===== config.mk =====
export PLATFORM = sky130hd
export DESIGN_NAME = hpqc_control
export DESIGN_NICKNAME = d
export VERILOG_FILES = /design/src/hw/hpqc_pkg.sv /design/src/hw/hpqc_control.sv /design/src/hw/hpqc_crc32.sv
export VERILOG_INCLUDE_DIRS = /design/src /design/src/hw
export SDC_FILE = /design/constraint.sdc
export NUM_CORES = 1
export LEC_CHECK = 0
export CAP_MARGIN = 20
export CORE_ASPECT_RATIO = 1.1
export CORE_MARGIN = 2
export CORE_UTILIZATION = 30
export CTS_CLUSTER_DIAMETER = 80
export CTS_CLUSTER_SIZE = 16
export DETAILED_ROUTE_END_ITERATION = 12
export DONT_BUFFER_PORTS = 1
export PLACE_DENSITY_LB_ADDON = 0.25
export SLEW_MARGIN = 20
export SYNTH_ARGS = -nofsm -noshare
export SYNTH_HDL_FRONTEND = slang
export SYNTH_HIERARCHICAL = 1
export SYNTH_SLANG_ARGS = --single-unit

===== constraint.sdc =====
create_clock -name clock -period 2.82 [get_ports clock]
set_input_delay 0 -clock clock [delete_from_list [all_inputs] [get_ports clock]]
set_output_delay 0 -clock clock [all_outputs]
set_load 0.05 [all_outputs]

===== src/hw/hpqc_regs.svh =====
// register indices, field positions, reset values and timing counts
// Summary of operation
// - pause request while threshold reached and enabled
// - pad short transmit frames to minimum length
// - append CRC to transmit frames when enabled
// - transmit enable starts the transmit path
// - transmit stops only after current frame
// - status shows six-bit identifier of last frame
// - honoured pause holds transmit until timer expires
// - CRC error frames kept only when allowed
// - broadcast accept passes all broadcast frames
// - multicast accept passes multicast and broadcast
// - unicast accept passes station address matches
// - promiscuous mode accepts every frame
// - strip CRC or store it after packet
// - hash enable passes multicast hitting hash table
// - receive enable starts the receive path
// - receive stops only after current frame
// - soft reset returns control fields to defaults
`ifndef HPQC_REGS_SVH
`define HPQC_REGS_SVH

// register indices; byte address is four times the index
`define HPQC_IDX_TX_CONTROL 6'h00
`define HPQC_IDX_TX_STATUS 6'h02
`define HPQC_IDX_RX_CONTROL 6'h04
`define HPQC_IDX_STATION_LO 6'h06
`define HPQC_IDX_STATION_HI 6'h07
`define HPQC_IDX_HASH_LO 6'h08
`define HPQC_IDX_HASH_HI 6'h09
`define HPQC_IDX_RUN_STATUS 6'h0a
`define HPQC_IDX_SOFT_RESET 6'h0b

`define HPQC_TX_PAUSE_GEN_BIT 3
`define HPQC_TX_PAD_BIT 2
`define HPQC_TX_CRC_BIT 1
`define HPQC_TX_RUN_BIT 0
`define HPQC_TX_CONTROL_MASK 16'h600f
`define HPQC_TX_CONTROL_RESET 16'h0000

`define HPQC_RX_PAUSE_HONOR_BIT 10
`define HPQC_RX_CRC_ERR_BIT 9
`define HPQC_RX_BCAST_BIT 7
`define HPQC_RX_MCAST_BIT 6
`define HPQC_RX_UCAST_BIT 5
`define HPQC_RX_PROMISC_BIT 4
`define HPQC_RX_STRIP_BIT 3
`define HPQC_RX_HASH_BIT 2
`define HPQC_RX_RUN_BIT 0
`define HPQC_RX_CONTROL_MASK 16'h06fd
`define HPQC_RX_CONTROL_RESET 16'h0000

`define HPQC_MIN_FRAME_BYTES 7'h40
`define HPQC_FCS_BYTES 7'h04
`define HPQC_DEST_LAST_INDEX 4'h5
`define HPQC_HASH_CAPTURE_COUNT 4'h6
`define HPQC_BROADCAST_ADDR 48'hffff_ffff_ffff

`define HPQC_CRC_INIT 32'hffff_ffff
`define HPQC_CRC_POLY 32'hedb8_8320
`define HPQC_CRC_RESIDUE 32'hdebb_20e3

`define HPQC_CLOCK_PERIOD_NS 8
`define HPQC_PAUSE_QUANTUM_NS 5120
`define HPQC_PAUSE_QUANTUM_CYCLES ((`HPQC_PAUSE_QUANTUM_NS + \
    `HPQC_CLOCK_PERIOD_NS - 1) / `HPQC_CLOCK_PERIOD_NS)

`endif


===== src/hw/hpqc_pkg.sv =====
// types shared by the host port queue control block
package hpqc_pkg;
    typedef enum logic [1:0] {
        TX_IDLE,
        TX_DATA,
        TX_PAD,
        TX_FCS
    } hpqc_tx_state_t;
endpackage


===== src/hw/hpqc_control.sv =====
// host port queue transmit and receive control with apb registers
//
// The APB slave port was left to the implementer.
`timescale 1ns/1ns
`include "hpqc_regs.svh"
module hpqc_control (
    input wire logic clock,
    input wire logic reset,
    input wire logic psel,
    input wire logic penable,
    input wire logic pwrite,
    input wire logic [7:0] paddr,
    input wire logic [31:0] pwdata,
    output logic [31:0] prdata,
    output logic pready,
    output logic pslverr,
    input wire logic txInValid,
    input wire logic [7:0] txInData,
    input wire logic txInLast,
    input wire logic [5:0] txInFrameId,
    output logic txInReady,
    output logic txOutValid,
    output logic [7:0] txOutData,
    output logic txOutLast,
    input wire logic txOutReady,
    input wire logic rxFifoAtThreshold,
    output logic txPauseRequest,
    input wire logic pauseRxValid,
    input wire logic [15:0] pauseRxQuanta,
    input wire logic rxInValid,
    input wire logic [7:0] rxInData,
    input wire logic rxInLast,
    output logic rxOutValid,
    output logic [7:0] rxOutData,
    output logic rxOutLast,
    output logic rxFrameDone,
    output logic rxFrameAccept,
    output logic rxFrameCrcError,
    output logic txRunning,
    output logic rxRunning
);
    logic [15:0] txControl;
    logic [15:0] rxControl;
    logic [31:0] stationLo;
    logic [15:0] stationHi;
    logic [31:0] hashLo;
    logic [31:0] hashHi;
    logic softReset;
    logic blockReset;
    logic [5:0] lastTxFrameId;
    logic [5:0] txFrameIdHold;

    logic accessCycle;
    logic writeNow;
    logic [5:0] regIndex;
    logic [31:0] readValue;
    logic readHit;

    hpqc_pkg::hpqc_tx_state_t txState;
    hpqc_pkg::hpqc_tx_state_t next_txState;
    logic [6:0] txCount;
    logic [6:0] txCountInc;
    logic [6:0] padTarget;
    logic [1:0] fcsIndex;
    logic [31:0] txCrc;
    logic txTake;
    logic outSlot;
    logic emitFill;
    logic txDone;
    logic next_txOutValid;
    logic [7:0] fcsByte;
    logic [15:0] pauseCount;
    logic [9:0] pausePrescale;

    logic rxInFrame;
    logic rxActive;
    logic rxFirst;
    logic rxTake;
    logic [3:0] rxCount;
    logic [3:0] rxIndex;
    logic [47:0] destAddr;
    logic [5:0] hashIdx;
    logic [5:0] hashSel;
    logic [63:0] hashTable;
    logic [31:0] rxCrc;
    logic rxEnd;
    logic rxEndLong;
    logic [31:0] rxPipe;
    logic [2:0] rxFill;
    logic [2:0] rxFillCur;
    logic [2:0] rxDrain;
    logic crcBad;
    logic isMulticast;
    logic addrOk;

    // software reset leaves the bus answering and itself alive
    assign blockReset = reset | softReset;

    // ---------------- apb slave ----------------
    assign regIndex = paddr[7:2];
    assign accessCycle = psel & penable & ~pready;
    assign writeNow = psel & penable & pready & pwrite;

    always_comb begin
        readValue = 32'h0000_0000;
        readHit = 1'b1;
        case (regIndex)
            `HPQC_IDX_TX_CONTROL: readValue = {16'h0000, txControl};
            `HPQC_IDX_TX_STATUS: readValue = {26'h000_0000, lastTxFrameId};
            `HPQC_IDX_RX_CONTROL: readValue = {16'h0000, rxControl};
            `HPQC_IDX_STATION_LO: readValue = stationLo;
            `HPQC_IDX_STATION_HI: readValue = {16'h0000, stationHi};
            `HPQC_IDX_HASH_LO: readValue = hashLo;
            `HPQC_IDX_HASH_HI: readValue = hashHi;
            `HPQC_IDX_RUN_STATUS: readValue = {29'h0000_0000,
                pauseCount != 16'h0000, rxRunning, txRunning};
            `HPQC_IDX_SOFT_RESET: readValue = {31'h0000_0000, softReset};
            default: readHit = 1'b0;
        endcase
    end

    // one wait state keeps every bus output on a flip-flop
    always_ff @(posedge clock) begin
        if (reset) begin
            pready <= 1'b0;
            prdata <= 32'h0000_0000;
            pslverr <= 1'b0;
        end else begin
            pready <= accessCycle;
            pslverr <= accessCycle & ~readHit;
            prdata <= (accessCycle & ~pwrite) ? readValue : 32'h0000_0000;
        end
    end

    always_ff @(posedge clock) begin
        if (reset) begin
            softReset <= 1'b0;
        end else if (writeNow && regIndex == `HPQC_IDX_SOFT_RESET) begin
            softReset <= pwdata[0];
        end
    end

    always_ff @(posedge clock) begin
        if (blockReset) begin
            txControl <= `HPQC_TX_CONTROL_RESET;
        end else if (writeNow && regIndex == `HPQC_IDX_TX_CONTROL) begin
            txControl <= pwdata[15:0] & `HPQC_TX_CONTROL_MASK;
        end
    end

    always_ff @(posedge clock) begin
        if (blockReset) begin
            rxControl <= `HPQC_RX_CONTROL_RESET;
        end else if (writeNow && regIndex == `HPQC_IDX_RX_CONTROL) begin
            rxControl <= pwdata[15:0] & `HPQC_RX_CONTROL_MASK;
        end
    end

    // station address and hash table survive a software reset
    always_ff @(posedge clock) begin
        if (reset) begin
            stationLo <= 32'h0000_0000;
            stationHi <= 16'h0000;
            hashLo <= 32'h0000_0000;
            hashHi <= 32'h0000_0000;
        end else if (writeNow) begin
            if (regIndex == `HPQC_IDX_STATION_LO) begin
                stationLo <= pwdata;
            end
            if (regIndex == `HPQC_IDX_STATION_HI) begin
                stationHi <= pwdata[15:0];
            end
            if (regIndex == `HPQC_IDX_HASH_LO) begin
                hashLo <= pwdata;
            end
            if (regIndex == `HPQC_IDX_HASH_HI) begin
                hashHi <= pwdata;
            end
        end
    end

    // ---------------- pause handling ----------------
    always_ff @(posedge clock) begin
        if (blockReset) begin
            txPauseRequest <= 1'b0;
        end else begin
            txPauseRequest <= txControl[`HPQC_TX_PAUSE_GEN_BIT] &
                rxFifoAtThreshold;
        end
    end

    always_ff @(posedge clock) begin
        if (blockReset) begin
            pauseCount <= 16'h0000;
            pausePrescale <= 10'h000;
        end else if (pauseRxValid & rxControl[`HPQC_RX_PAUSE_HONOR_BIT]) begin
            pauseCount <= pauseRxQuanta;
            pausePrescale <= 10'h000;
        end else if (pauseCount != 16'h0000) begin
            if (pausePrescale == 10'(`HPQC_PAUSE_QUANTUM_CYCLES - 1)) begin
                pausePrescale <= 10'h000;
                pauseCount <= pauseCount - 16'h0001;
            end else begin
                pausePrescale <= pausePrescale + 10'h001;
            end
        end
    end

    // ---------------- transmit path ----------------
    assign txTake = txInValid & txInReady;
    assign outSlot = ~txOutValid | txOutReady;
    assign emitFill = (txState == hpqc_pkg::TX_PAD ||
        txState == hpqc_pkg::TX_FCS) && outSlot;
    assign txCountInc = (txCount == 7'h7f) ? txCount : txCount + 7'h01;
    // with crc appended the pad only has to reach min minus fcs
    assign padTarget = txControl[`HPQC_TX_CRC_BIT] ?
        `HPQC_MIN_FRAME_BYTES - `HPQC_FCS_BYTES : `HPQC_MIN_FRAME_BYTES;
    assign fcsByte = ~txCrc[{fcsIndex, 3'b000} +: 8];

    always_comb begin
        next_txState = txState;
        txDone = 1'b0;
        unique case (txState)
            hpqc_pkg::TX_IDLE: begin
                // a pause or a cleared enable only holds frame starts
                if (txControl[`HPQC_TX_RUN_BIT] && pauseCount == 16'h0000 &&
                    txInValid) begin
                    next_txState = hpqc_pkg::TX_DATA;
                end
            end
            hpqc_pkg::TX_DATA: begin
                if (txTake & txInLast) begin
                    if (txControl[`HPQC_TX_PAD_BIT] && txCountInc < padTarget)
                    begin
                        next_txState = hpqc_pkg::TX_PAD;
                    end else if (txControl[`HPQC_TX_CRC_BIT]) begin
                        next_txState = hpqc_pkg::TX_FCS;
                    end else begin
                        next_txState = hpqc_pkg::TX_IDLE;
                        txDone = 1'b1;
                    end
                end
            end
            hpqc_pkg::TX_PAD: begin
                if (outSlot && txCountInc >= padTarget) begin
                    if (txControl[`HPQC_TX_CRC_BIT]) begin
                        next_txState = hpqc_pkg::TX_FCS;
                    end else begin
                        next_txState = hpqc_pkg::TX_IDLE;
                        txDone = 1'b1;
                    end
                end
            end
            hpqc_pkg::TX_FCS: begin
                if (outSlot && fcsIndex == 2'h3) begin
                    next_txState = hpqc_pkg::TX_IDLE;
                    txDone = 1'b1;
                end
            end
        endcase
        next_txOutValid = (txTake | emitFill) | (txOutValid & ~txOutReady);
    end

    always_ff @(posedge clock) begin
        if (blockReset) begin
            txState <= hpqc_pkg::TX_IDLE;
            txInReady <= 1'b0;
            txRunning <= 1'b0;
        end else begin
            txState <= next_txState;
            // ready only while the output register will be empty
            txInReady <= (next_txState == hpqc_pkg::TX_DATA) &
                ~next_txOutValid;
            txRunning <= txControl[`HPQC_TX_RUN_BIT] |
                (next_txState != hpqc_pkg::TX_IDLE);
        end
    end

    always_ff @(posedge clock) begin
        if (blockReset) begin
            txOutValid <= 1'b0;
            txOutData <= 8'h00;
            txOutLast <= 1'b0;
        end else if (txTake) begin
            txOutValid <= 1'b1;
            txOutData <= txInData;
            txOutLast <= txDone;
        end else if (emitFill) begin
            txOutValid <= 1'b1;
            txOutData <= (txState == hpqc_pkg::TX_PAD) ? 8'h00 : fcsByte;
            txOutLast <= txDone;
        end else if (txOutReady) begin
            txOutValid <= 1'b0;
            txOutLast <= 1'b0;
        end
    end

    always_ff @(posedge clock) begin
        if (blockReset || txState == hpqc_pkg::TX_IDLE) begin
            txCount <= 7'h00;
            fcsIndex <= 2'h0;
        end else begin
            if (txTake || (txState == hpqc_pkg::TX_PAD && outSlot)) begin
                txCount <= txCountInc;
            end
            if (txState == hpqc_pkg::TX_FCS && outSlot) begin
                fcsIndex <= fcsIndex + 2'h1;
            end
        end
    end

    always_ff @(posedge clock) begin
        if (blockReset) begin
            txFrameIdHold <= 6'h00;
            lastTxFrameId <= 6'h00;
        end else begin
            if (txTake && txCount == 7'h00) begin
                txFrameIdHold <= txInFrameId;
            end
            if (txDone) begin
                lastTxFrameId <= (txTake && txCount == 7'h00) ?
                    txInFrameId : txFrameIdHold;
            end
        end
    end

    hpqc_crc32 txCrcUnit (
        .clock(clock),
        .reset(blockReset),
        .start(txState == hpqc_pkg::TX_IDLE),
        .enable(txTake | (txState == hpqc_pkg::TX_PAD && outSlot)),
        .data(txTake ? txInData : 8'h00),
        .state(txCrc)
    );

    // ---------------- receive path ----------------
    // the drain of a kept crc relies on the inter-frame gap
    assign rxFirst = rxInValid & ~rxInFrame;
    assign rxTake = rxInValid & (rxFirst ? rxControl[`HPQC_RX_RUN_BIT] :
        rxActive) & (rxDrain == 3'h0);
    assign rxIndex = rxFirst ? 4'h0 : rxCount;
    assign rxFillCur = rxFirst ? 3'h0 : rxFill;

    always_ff @(posedge clock) begin
        if (blockReset) begin
            rxInFrame <= 1'b0;
            rxActive <= 1'b0;
        end else if (rxInValid) begin
            rxInFrame <= ~rxInLast;
            // the enable is looked at only where a frame begins
            rxActive <= rxInLast ? 1'b0 :
                (rxFirst ? rxControl[`HPQC_RX_RUN_BIT] : rxActive);
        end
    end

    always_ff @(posedge clock) begin
        if (blockReset) begin
            rxCount <= 4'h0;
            destAddr <= 48'h0000_0000_0000;
            hashIdx <= 6'h00;
        end else begin
            if (rxTake) begin
                rxCount <= (rxIndex == 4'hf) ? rxIndex : rxIndex + 4'h1;
                if (rxIndex <= `HPQC_DEST_LAST_INDEX) begin
                    destAddr <= {rxInData, destAddr[47:8]};
                end
            end
            if (rxCount == `HPQC_HASH_CAPTURE_COUNT) begin
                hashIdx <= rxCrc[31:26];
            end
        end
    end

    hpqc_crc32 rxCrcUnit (
        .clock(clock),
        .reset(blockReset),
        .start(rxFirst),
        .enable(rxTake),
        .data(rxInData),
        .state(rxCrc)
    );

    assign hashSel = (rxCount == `HPQC_HASH_CAPTURE_COUNT) ?
        rxCrc[31:26] : hashIdx;
    assign hashTable = {hashHi, hashLo};
    assign crcBad = rxCrc != `HPQC_CRC_RESIDUE;
    assign isMulticast = destAddr[0];
    assign addrOk = rxControl[`HPQC_RX_PROMISC_BIT] |
        (destAddr == `HPQC_BROADCAST_ADDR &
            rxControl[`HPQC_RX_BCAST_BIT]) |
        (isMulticast & rxControl[`HPQC_RX_MCAST_BIT]) |
        (~isMulticast & destAddr == {stationHi, stationLo} &
            rxControl[`HPQC_RX_UCAST_BIT]) |
        (isMulticast & rxControl[`HPQC_RX_HASH_BIT] &
            hashTable[hashSel]);

    always_ff @(posedge clock) begin
        if (blockReset) begin
            rxEnd <= 1'b0;
            rxEndLong <= 1'b0;
            rxFrameDone <= 1'b0;
            rxFrameAccept <= 1'b0;
            rxFrameCrcError <= 1'b0;
        end else begin
            rxEnd <= rxTake & rxInLast;
            rxEndLong <= rxIndex >= `HPQC_DEST_LAST_INDEX;
            // decision waits one cycle for the last crc update
            rxFrameDone <= rxEnd;
            rxFrameAccept <= rxEnd & rxEndLong & addrOk &
                (~crcBad | rxControl[`HPQC_RX_CRC_ERR_BIT]);
            rxFrameCrcError <= rxEnd & crcBad;
        end
    end

    // four-byte delay line so the crc can be cut off at the end
    always_ff @(posedge clock) begin
        if (blockReset) begin
            rxPipe <= 32'h0000_0000;
            rxFill <= 3'h0;
            rxDrain <= 3'h0;
            rxOutValid <= 1'b0;
            rxOutData <= 8'h00;
            rxOutLast <= 1'b0;
        end else if (rxTake) begin
            rxPipe <= {rxInData, rxPipe[31:8]};
            rxFill <= (rxFillCur == 3'h4) ? rxFillCur : rxFillCur + 3'h1;
            rxOutValid <= rxFillCur == 3'h4;
            rxOutData <= rxPipe[7:0];
            rxOutLast <= rxInLast & rxControl[`HPQC_RX_STRIP_BIT];
            if (rxInLast && !rxControl[`HPQC_RX_STRIP_BIT]) begin
                rxDrain <= (rxFillCur == 3'h4) ? rxFillCur :
                    rxFillCur + 3'h1;
            end
        end else if (rxDrain != 3'h0) begin
            rxOutValid <= 1'b1;
            rxOutData <= rxPipe[{2'(3'h4 - rxDrain), 3'b000} +: 8];
            rxOutLast <= rxDrain == 3'h1;
            rxDrain <= rxDrain - 3'h1;
        end else begin
            rxOutValid <= 1'b0;
            rxOutLast <= 1'b0;
        end
    end

    always_ff @(posedge clock) begin
        if (blockReset) begin
            rxRunning <= 1'b0;
        end else begin
            rxRunning <= rxControl[`HPQC_RX_RUN_BIT] | rxActive |
                (rxDrain != 3'h0);
        end
    end
endmodule


===== src/hw/hpqc_crc32.sv =====
// byte-wide ethernet crc32 accumulator, reflected form
`timescale 1ns/1ns
`include "hpqc_regs.svh"
module hpqc_crc32 (
    input wire logic clock,
    input wire logic reset,
    input wire logic start,
    input wire logic enable,
    input wire logic [7:0] data,
    output logic [31:0] state
);
    logic [31:0] next_state;

    always_comb begin
        next_state = start ? `HPQC_CRC_INIT : state;
        for (int i = 0; i < 8; i++) begin
            if (next_state[0] ^ data[i]) begin
                next_state = (next_state >> 1) ^ `HPQC_CRC_POLY;
            end else begin
                next_state = next_state >> 1;
            end
        end
    end

    // start without enable just reloads the seed for the next frame
    always_ff @(posedge clock) begin
        if (reset) begin
            state <= `HPQC_CRC_INIT;
        end else if (enable) begin
            state <= next_state;
        end else if (start) begin
            state <= `HPQC_CRC_INIT;
        end
    end
endmodule


==> results.md, run 1 <==
- CTS tree: done
- Area after DPL: 0.02137 mm2
- First-pass GRT wire length: 104400 um
- Yosys cell types: 80
- Crit. End Element: flop
- Main synth FF type: dfxtp_1
- RD Place Congestion: 0.8979
- Hold Path Depth: 4
- Residual DRC: 0
- Critical Path RT: 3.31 ns
- Share of cells above drive strength 1: 9.413%
- Kind of critical path: reg2reg
- Final nets: 2580
- DRT antenna net count: 0
- Util after Layout: 35.23%
- # clock sinks: 402
- Maximum vdd drop: 0.3273 mV
- RR Endpoint: txInReady
- GR Util met1: 25.27%
- Final Setup Violations: 0
- M3 GR Usage: 2.810%
- CP max FO: 5
- H-tree depth: 2
- Io pins: 151
- Maximum clock rate: 366.1 MHz
- Post-synth EDFFs: 0
- Cell repeated most along the worst path: or4_4
- Row Count: 99
- GR Overflow Total: 0
- Vias in the first global route: 17438
- Antenna violations before repair: 1
- Post-Syn Area: 0.02027 mm2
- Reg2reg start: pauseCount[4]
- Clock slew at reported path FFs: 0.07 ns
- Synthesized area per cell: 8.338 um2
- WHS Endpoint: prdata[9]
- Largest net degree at the start of global routing: 126
- Peak per-stage delay on the critical path: 0.55 ns
- Slew Viols, Final: 0
- Async S/R FF share, synth: 0%
- DRT Pass-1 Iters: 8
- Slowest CP cell: or4_4
- Met2 GRT Util: 31.51%
- Clk_skew: 0.03406 ns
- Unrepaired setup endpoints after global routing: yes
- Die W: 251.8 um
- Crit path DAT: 3.22 ns
- Final period utilization: 96.85%
- Hold path start: paddr[3]
- Clock Tree Buf Depth: 3
- Fin. Hold Viols: 0
- Total of max-cap violations: 0
- Aggregate global-route resource usage: 18.85%
- Post-synthesis cell count: 2431
- Starting Density: 30.42%
- Power density cells: 504.8 mW/mm2
- Routed vias: 17939
- Drt total wl: 67170 um
- Chip Height: 276.6 um
- DR iter-0 viols: 1702
- Synthesis-stage register bit count: 402
- Fin crit period: 2.731 ns
- Core area: 0.06664 mm2
- Cell count of the worst reg-to-reg path: 8
- Setup TNS Final: 0 ns
- Die area: 0.06966 mm2
- Syn. warnings: 6
- DP HPWL: 46010 um
- Area grow syn2layout: 15.82%
- Leak: 8.173 nW
- Root buf cell: clkbuf_16
- Fin cells: 3345
- Via density: 5.363
- Critical Path, Cell by Cell: or4_4, or4_4, or2_4, or4_4, nor3_2, buf_4, nand4_1, a21oi_1
- Slew HR: 34.11%
- Wire per inst: 20.08 um
- Cell area after layout: 0.02348 mm2
- Syn_nets: 2539
- R2R setup slack: 0.09 ns
- Gr busiest metal: met2
- Cts bufs inserted: 36
- Critical Path Start Type: flop
- Total power: 11.85 mW
- Clk Latency, worst-skew pair: 0.58 ns
- Status: complete, no violations
- Placed Cells: 3196
- Port bufs: 0
- Sequential share of the synthesized area: 39.70%
- Worst-margin pin slew: 0.9860 ns
- Hold crit path type: in2reg
[cell usage after synthesis (8+ instances only)]
| cell | instances | share of area, % |
|---|---|---|
| o22ai_1 | 12 | 0.37 |
| nand3_1 | 42 | 1.0 |
| and3_1 | 16 | 0.49 |
| o211ai_1 | 21 | 0.78 |
| and2_1 | 9 | 0.28 |
| a211o_1 | 8 | 0.35 |
| a21oi_1 | 257 | 6.3 |
| xnor3_1 | 26 | 2.9 |
| or3_1 | 15 | 0.46 |
| mux4_2 | 30 | 3.3 |
| xnor2_1 | 129 | 5.6 |
| o21ai_0 | 63 | 1.6 |
| a311oi_1 | 9 | 0.39 |
| clkbuf_1 | 128 | 2.4 |
| nor2_1 | 228 | 4.2 |
| a22oi_1 | 15 | 0.56 |
| ha_1 | 18 | 1.1 |
| buf_2 | 17 | 0.42 |
| a31oi_1 | 15 | 0.46 |
| mux2i_1 | 41 | 2.0 |
| dfxtp_1 | 402 | 40 |
| a21o_1 | 10 | 0.37 |
| inv_1 | 32 | 0.59 |
| nor3b_1 | 10 | 0.37 |
| nor2b_1 | 8 | 0.25 |
| buf_1 | 12 | 0.22 |
| nand4_1 | 37 | 1.1 |
| xor2_1 | 71 | 3.1 |
| nor4_1 | 17 | 0.52 |
| a211oi_1 | 27 | 1.0 |
| nor3_1 | 62 | 1.5 |
| a222oi_1 | 27 | 1.3 |
| or2_2 | 8 | 0.25 |
| mux2_2 | 17 | 0.94 |
| nand2b_1 | 9 | 0.28 |
| nand2_1 | 484 | 9.0 |
[cell families after synthesis]
logic type | synth area share [%]
AO/OA/AOI/OAI | 15.52
XOR/XNOR | 11.69
adder cells (fa/ha/maj) | 1.111
buffers and inverters | 4.074
flip-flops | 39.70
multiplexers | 6.481
AND/OR/NAND/NOR | 21.42
[metal layers]
metal	share of wire, %	vias to the layer above
met5	0.016	-
met4	2.5	2
li1	-	8532
met3	5.8	103
met1	45	8715
met2	47	587
[metrics by stage]
step,hold slack (ns),setup WS [ns]
after global placement,0.08108,0.07406
final,0.03702,0.08886
after detailed placement,0.1059,0.02259
after floorplan,0.09458,-0.09884
after global routing,0.005904,-0.06517
after CTS,0.002759,0.02191
[layout by cell type (no fill, tap or decap), types with 26 or more instances in the layout]
cell type	instances
nand2_1	484
dfxtp_1	399
a21oi_1	256
nor2_1	225
xnor2_1	129
dlygate4sd3_1	92
xor2_1	71
buf_4	71
o21ai_0	62
nor3_1	57
nand3_1	42
mux2i_1	40
nand4_1	37
clkbuf_16	37
mux4_2	30
inv_1	29
a222oi_1	27
a211oi_1	27
xnor3_1	26
[critical path: cells and delay by family (launching register included)]
| family | cells | cell delay (ns) |
|---|---|---|
| DFF | 1 | 0.36 |
| and+or+nand+nor | 6 | 1.98 |
| buffers and inverters | 1 | 0.18 |
| AOI/OAI and AO/OA | 1 | 0.16 |
[registers in the layout (all words and copies together), names as in the netlist, 3 cells and up]
| name | cells |
|---|---|
| destAddr | 48 |
| hashHi | 32 |
| hashLo | 32 |
| prdata | 32 |
| rxCrcUnit/state | 32 |
| rxPipe | 32 |
| stationLo | 32 |
| txCrcUnit/state | 32 |
| pauseCount | 16 |
| stationHi | 16 |
| pausePrescale | 10 |
| rxControl | 9 |
| rxOutData | 8 |
| txOutData | 8 |
| txCount | 7 |
| hashIdx | 6 |
| lastTxFrameId | 6 |
| txControl | 6 |
| txFrameIdHold | 6 |
| rxCount | 4 |
| rxDrain | 3 |
| rxFill | 3 |
[power by group]
| group | switching [mW] | internal, mW |
|---|---|---|
| Sequential | 0.231 | 5.73 |
| Clock | 2.40 | 2.52 |
| Combinational | 0.562 | 0.398 |
[cell type report]
cell class,instances,area [um2]
fill,6838,43170
multi-input combinational,1828,11520
sequential,402,8059
timing repair buffer,169,1582
tap,858,1074
clock buffer,37,925.9
clock inverter,15,172.7
inverter,35,136.4
antenna,1,2.502
[worst max path at each step]
stage,from,end,slack (ns)
2_1_floorplan,txCount[1],lastTxFrameId[0],-0.1
3_3_place_gp,txCount[1],lastTxFrameId[1],0.07
3_5_place_dp,txCount[1],txOutLast,0.02
4_1_cts,txCount[1],txOutLast,0.02
5_1_grt,txCount[1],lastTxFrameId[1],-0.07
6_report,pauseCount[4],txInReady,0.09
[repair_timing]
| action | CTS | global route |
|---|---|---|
| buffers inserted | 0 | 3 |
| hold buffers | 93 | 0 |
| hold endpoints to repair | 237 | 0 |
| resized for setup | 0 | 9 |
| setup endpoints to repair | 0 | 16 |
Note: power is estimated with default switching activity, not from simulation.
==> run 2, diff against run 1 <==
Settings changed: ABC_AREA set to 1, PLACE_DENSITY set to 0.47, PLACE_DENSITY_LB_ADDON 0.25 to not set, SKIP_CTS_REPAIR_TIMING set to 1.
==> results.md, run 2 <==
- Critical Path Start Type: flop
- Via density: 5.024 (-6.3%)
- Area grow syn2layout: 15.46%
- Reg2reg start: pready
- RR Endpoint: hashLo[3]
- End point of the critical path: hashLo[3]
- Fillers: 7432 (+8.7%)
- Yosys cell types: 60 (-25%)
- Min Hold Slack: -0.02738 ns (-0.06439 ns)
- Root buf cell: clkbuf_16
- Drt total wl: 75850 um (+13%)
- Sequential share of the synthesized area: 38.49% (-1.2 points)
- Area after DPL: 0.02194 mm2 (+2.7%)
- Final period utilization: 92.87% (-4.0 points)
- Core area: 0.06900 mm2 (+3.5%)
- DP HPWL: 53890 um (+17%)
- Fin. Hold Viols: 2 (+2)
- Final nets: 3143 (+22%)
- Residual DRC: 0 (unchanged)
- Status: finished, violations left
- DRT Pass-1 Iters: 8 (unchanged)
- Crit path DAT: 3.10 ns (-0.12 ns)
- Worst setup path start: pready
- Multi-input logic area: 0.01119 mm2 (-2.9%)
- Hold crit path type: in2reg
- Die area: 0.07183 mm2 (+3.1%)
- DRT antenna net count: 0 (unchanged)
- Max FFs per register: 48 (unchanged)
- Antenna violations before repair: 9 (+8)
- Async S/R FF share, synth: 0% (unchanged)
- R2R setup slack: 0.20 ns (+0.11 ns)
- Worst-margin pin slew: 1.055 ns (+0.06933 ns)
- Slew Viols, Final: 0 (unchanged)
- Chip Height: 280.9 um (+1.5%)
- Row Count: 101 (+2.0%)
- # clock sinks: 402 (unchanged)
- Clock Tree Buf Depth: 3 (unchanged)
- Cell count of the worst reg-to-reg path: 9 (+1)
- Largest net degree at the start of global routing: 136 (+7.9%)
- Syn. warnings: 6 (unchanged)
- Total of max-cap violations: 0 (unchanged)
- Io pins: 151 (unchanged)
- Reg area: 0.008049 mm2 (-0.12%)
- Maximum clock rate: 381.9 MHz (+4.3%)
- Commonest non-fill, non-tap cell in the layout: nand2_1
- Most frequent cells after synthesis: nand2_1 (540), nor2_1 (454), dfxtp_1 (402), o21ai_0 (303), inv_1 (259)
- Starting Density: 30.31% (-0.11 points)
- Top cell type by total area after synthesis: dfxtp_1
- Routed vias: 20012 (+12%)
- Most frequent cell after synthesis: nand2_1
- Final Setup Violations: 0 (unchanged)
- Synth top area share: 38.49% (-1.2 points)
- Clk_skew: 0.03736 ns (+0.003301 ns)
- CP max FO: 32 (+27)
- DR iter-0 viols: 1552 (-8.8%)
- CTS tree: done
- Largest reg by FF count: destAddr
- Clock slew at reported path FFs: 0.07 ns (about the same)
- Crit. End Element: flop
- First-pass GRT wire length: 112900 um (+8.2%)
- Power density cells: 503.0 mW/mm2 (-0.35%)
- Post-synth EDFFs: 0 (unchanged)
- Cell area after layout: 0.02414 mm2 (+2.8%)
- Die W: 255.7 um (+1.5%)
- Fin cells: 3983 (+19%)
- Critical Path RT: 3.30 ns (about the same)
- Slew HR: 29.65% (-4.5 points)
- Placed Cells: 3815 (+19%)
- Clk Latency, worst-skew pair: 0.59 ns (about the same)
- Cts bufs inserted: 35 (-2.8%)
- Wire per inst: 19.04 um (-5.2%)
- Vias in the first global route: 18604 (+6.7%)
- Unrepaired setup endpoints after global routing: yes
- Fin crit period: 2.619 ns (-0.1123 ns)
- Aggregate global-route resource usage: 20.26% (+1.4 points)
- Leak: 9.758 nW (+19%)
- Maximum vdd drop: 0.3321 mV (+1.5%)
- Synthesis-stage register bit count: 402 (unchanged)
- Most frequent cells in the layout: nand2_1 (540), nor2_1 (450), dfxtp_1 (401), o21ai_0 (303), inv_1 (256)
- Post-synthesis cell count: 2969 (+22%)
- H-tree depth: 2 (unchanged)
- Port bufs: 0 (unchanged)
- Ranking of synthesized cells by area: dfxtp_1 (38%), nand2_1 (9.7%), nor2_1 (8.1%)
- Share of cells above drive strength 1: 9.767% (+0.35 points)
- Main synth FF type: dfxtp_1
- Failing checks: negative hold slack
- Syn_nets: 3077 (+21%)
- Synthesized area per cell: 7.043 um2 (-16%)
- Kind of critical path: reg2reg
- Hold path start: rxInData[2]
- Post-Syn Area: 0.02091 mm2 (+3.2%)
- RD Place Congestion: 0.8928 (-0.57%)
- GR Overflow Total: 0 (unchanged)
run 2: logic make-up (layout without fill, tap and decap cells):
kind of cell / Yosys count / in the layout / share of synthesized area (%)
XOR/XNOR: 95 / 95 / 4.661
multiplexers: 6 / 6 / 0.2872
flip-flops: 402 / 402 / 38.49
AO/OA/AOI/OAI: 662 / 662 / 17.81
other: 0 / 5 / 0
adder cells (fa/ha/maj): 18 / 18 / 1.077
AND/OR/NAND/NOR: 1370 / 1371 / 29.51
buffers and inverters: 416 / 497 / 8.167
run 2: worst min-delay path by stage:
| stage | cells after the start | endpoint | slack [ns] |
|---|---|---|---|
| floorplan | 1 | stationHi[11] | 0.07 |
| global placement | 1 | stationHi[15] | 0.07 |
| detailed placement | 1 | stationHi[11] | 0.08 |
| CTS | 1 | stationHi[11] | -0.57 |
| global route | 5 | rxCrcUnit/state[10] | 0.006 |
| finish | 5 | rxCrcUnit/state[10] | -0.03 |
run 2: routing by layer:
layer	routed length [um]	GRT usage (%)	share of wire, %	vias to the layer above
li1	-	-	-	9886
met2	35180	33.48	46	618
met3	4787	5.114	6.3	127
met4	2649	7.272	3.5	6
met5	34	0	0.045	-
met1	33200	25.52	44	9375
run 2: power by group:
group          total [mW]  internal, mW  switching, mW
Combinational        1.21         0.416          0.792
Clock                4.88          2.45           2.43
Sequential           6.06          5.75          0.307
run 2: cell type report:
type                       instances  area share [%]
antenna                            5         0.05182
tap                              927           4.804
clock inverter                    14          0.6996
clock buffer                      39           3.731
inverter                         284           4.519
timing repair buffer             160           6.488
multi-input combinational       2152           46.37
sequential                       402           33.34
run 2: per-stage QoR:
step	setup TNS (ns)	power, mW	util [%]	worst slack [ns]
floorplan	0	6.924	-	0.1267
global placement	0	7.257	31.80	0.2202
detailed placement	0	7.262	31.80	0.1767
CTS	0	12.19	33.36	0.1548
global route	-0.1913	12.67	34.98	-0.05299
finish	0	12.14	34.99	0.2012
run 2: critical path: stages, from the launching register on:
cell	delay, ns
dfxtp_1	0.32
buf_4	0.20
nand4_1	0.18
buf_4	0.23
nor2_2	0.46
inv_1	0.08
buf_4	0.29
nor2_1	0.15
nor2_1	0.05
dlygate4sd3_1	0.55
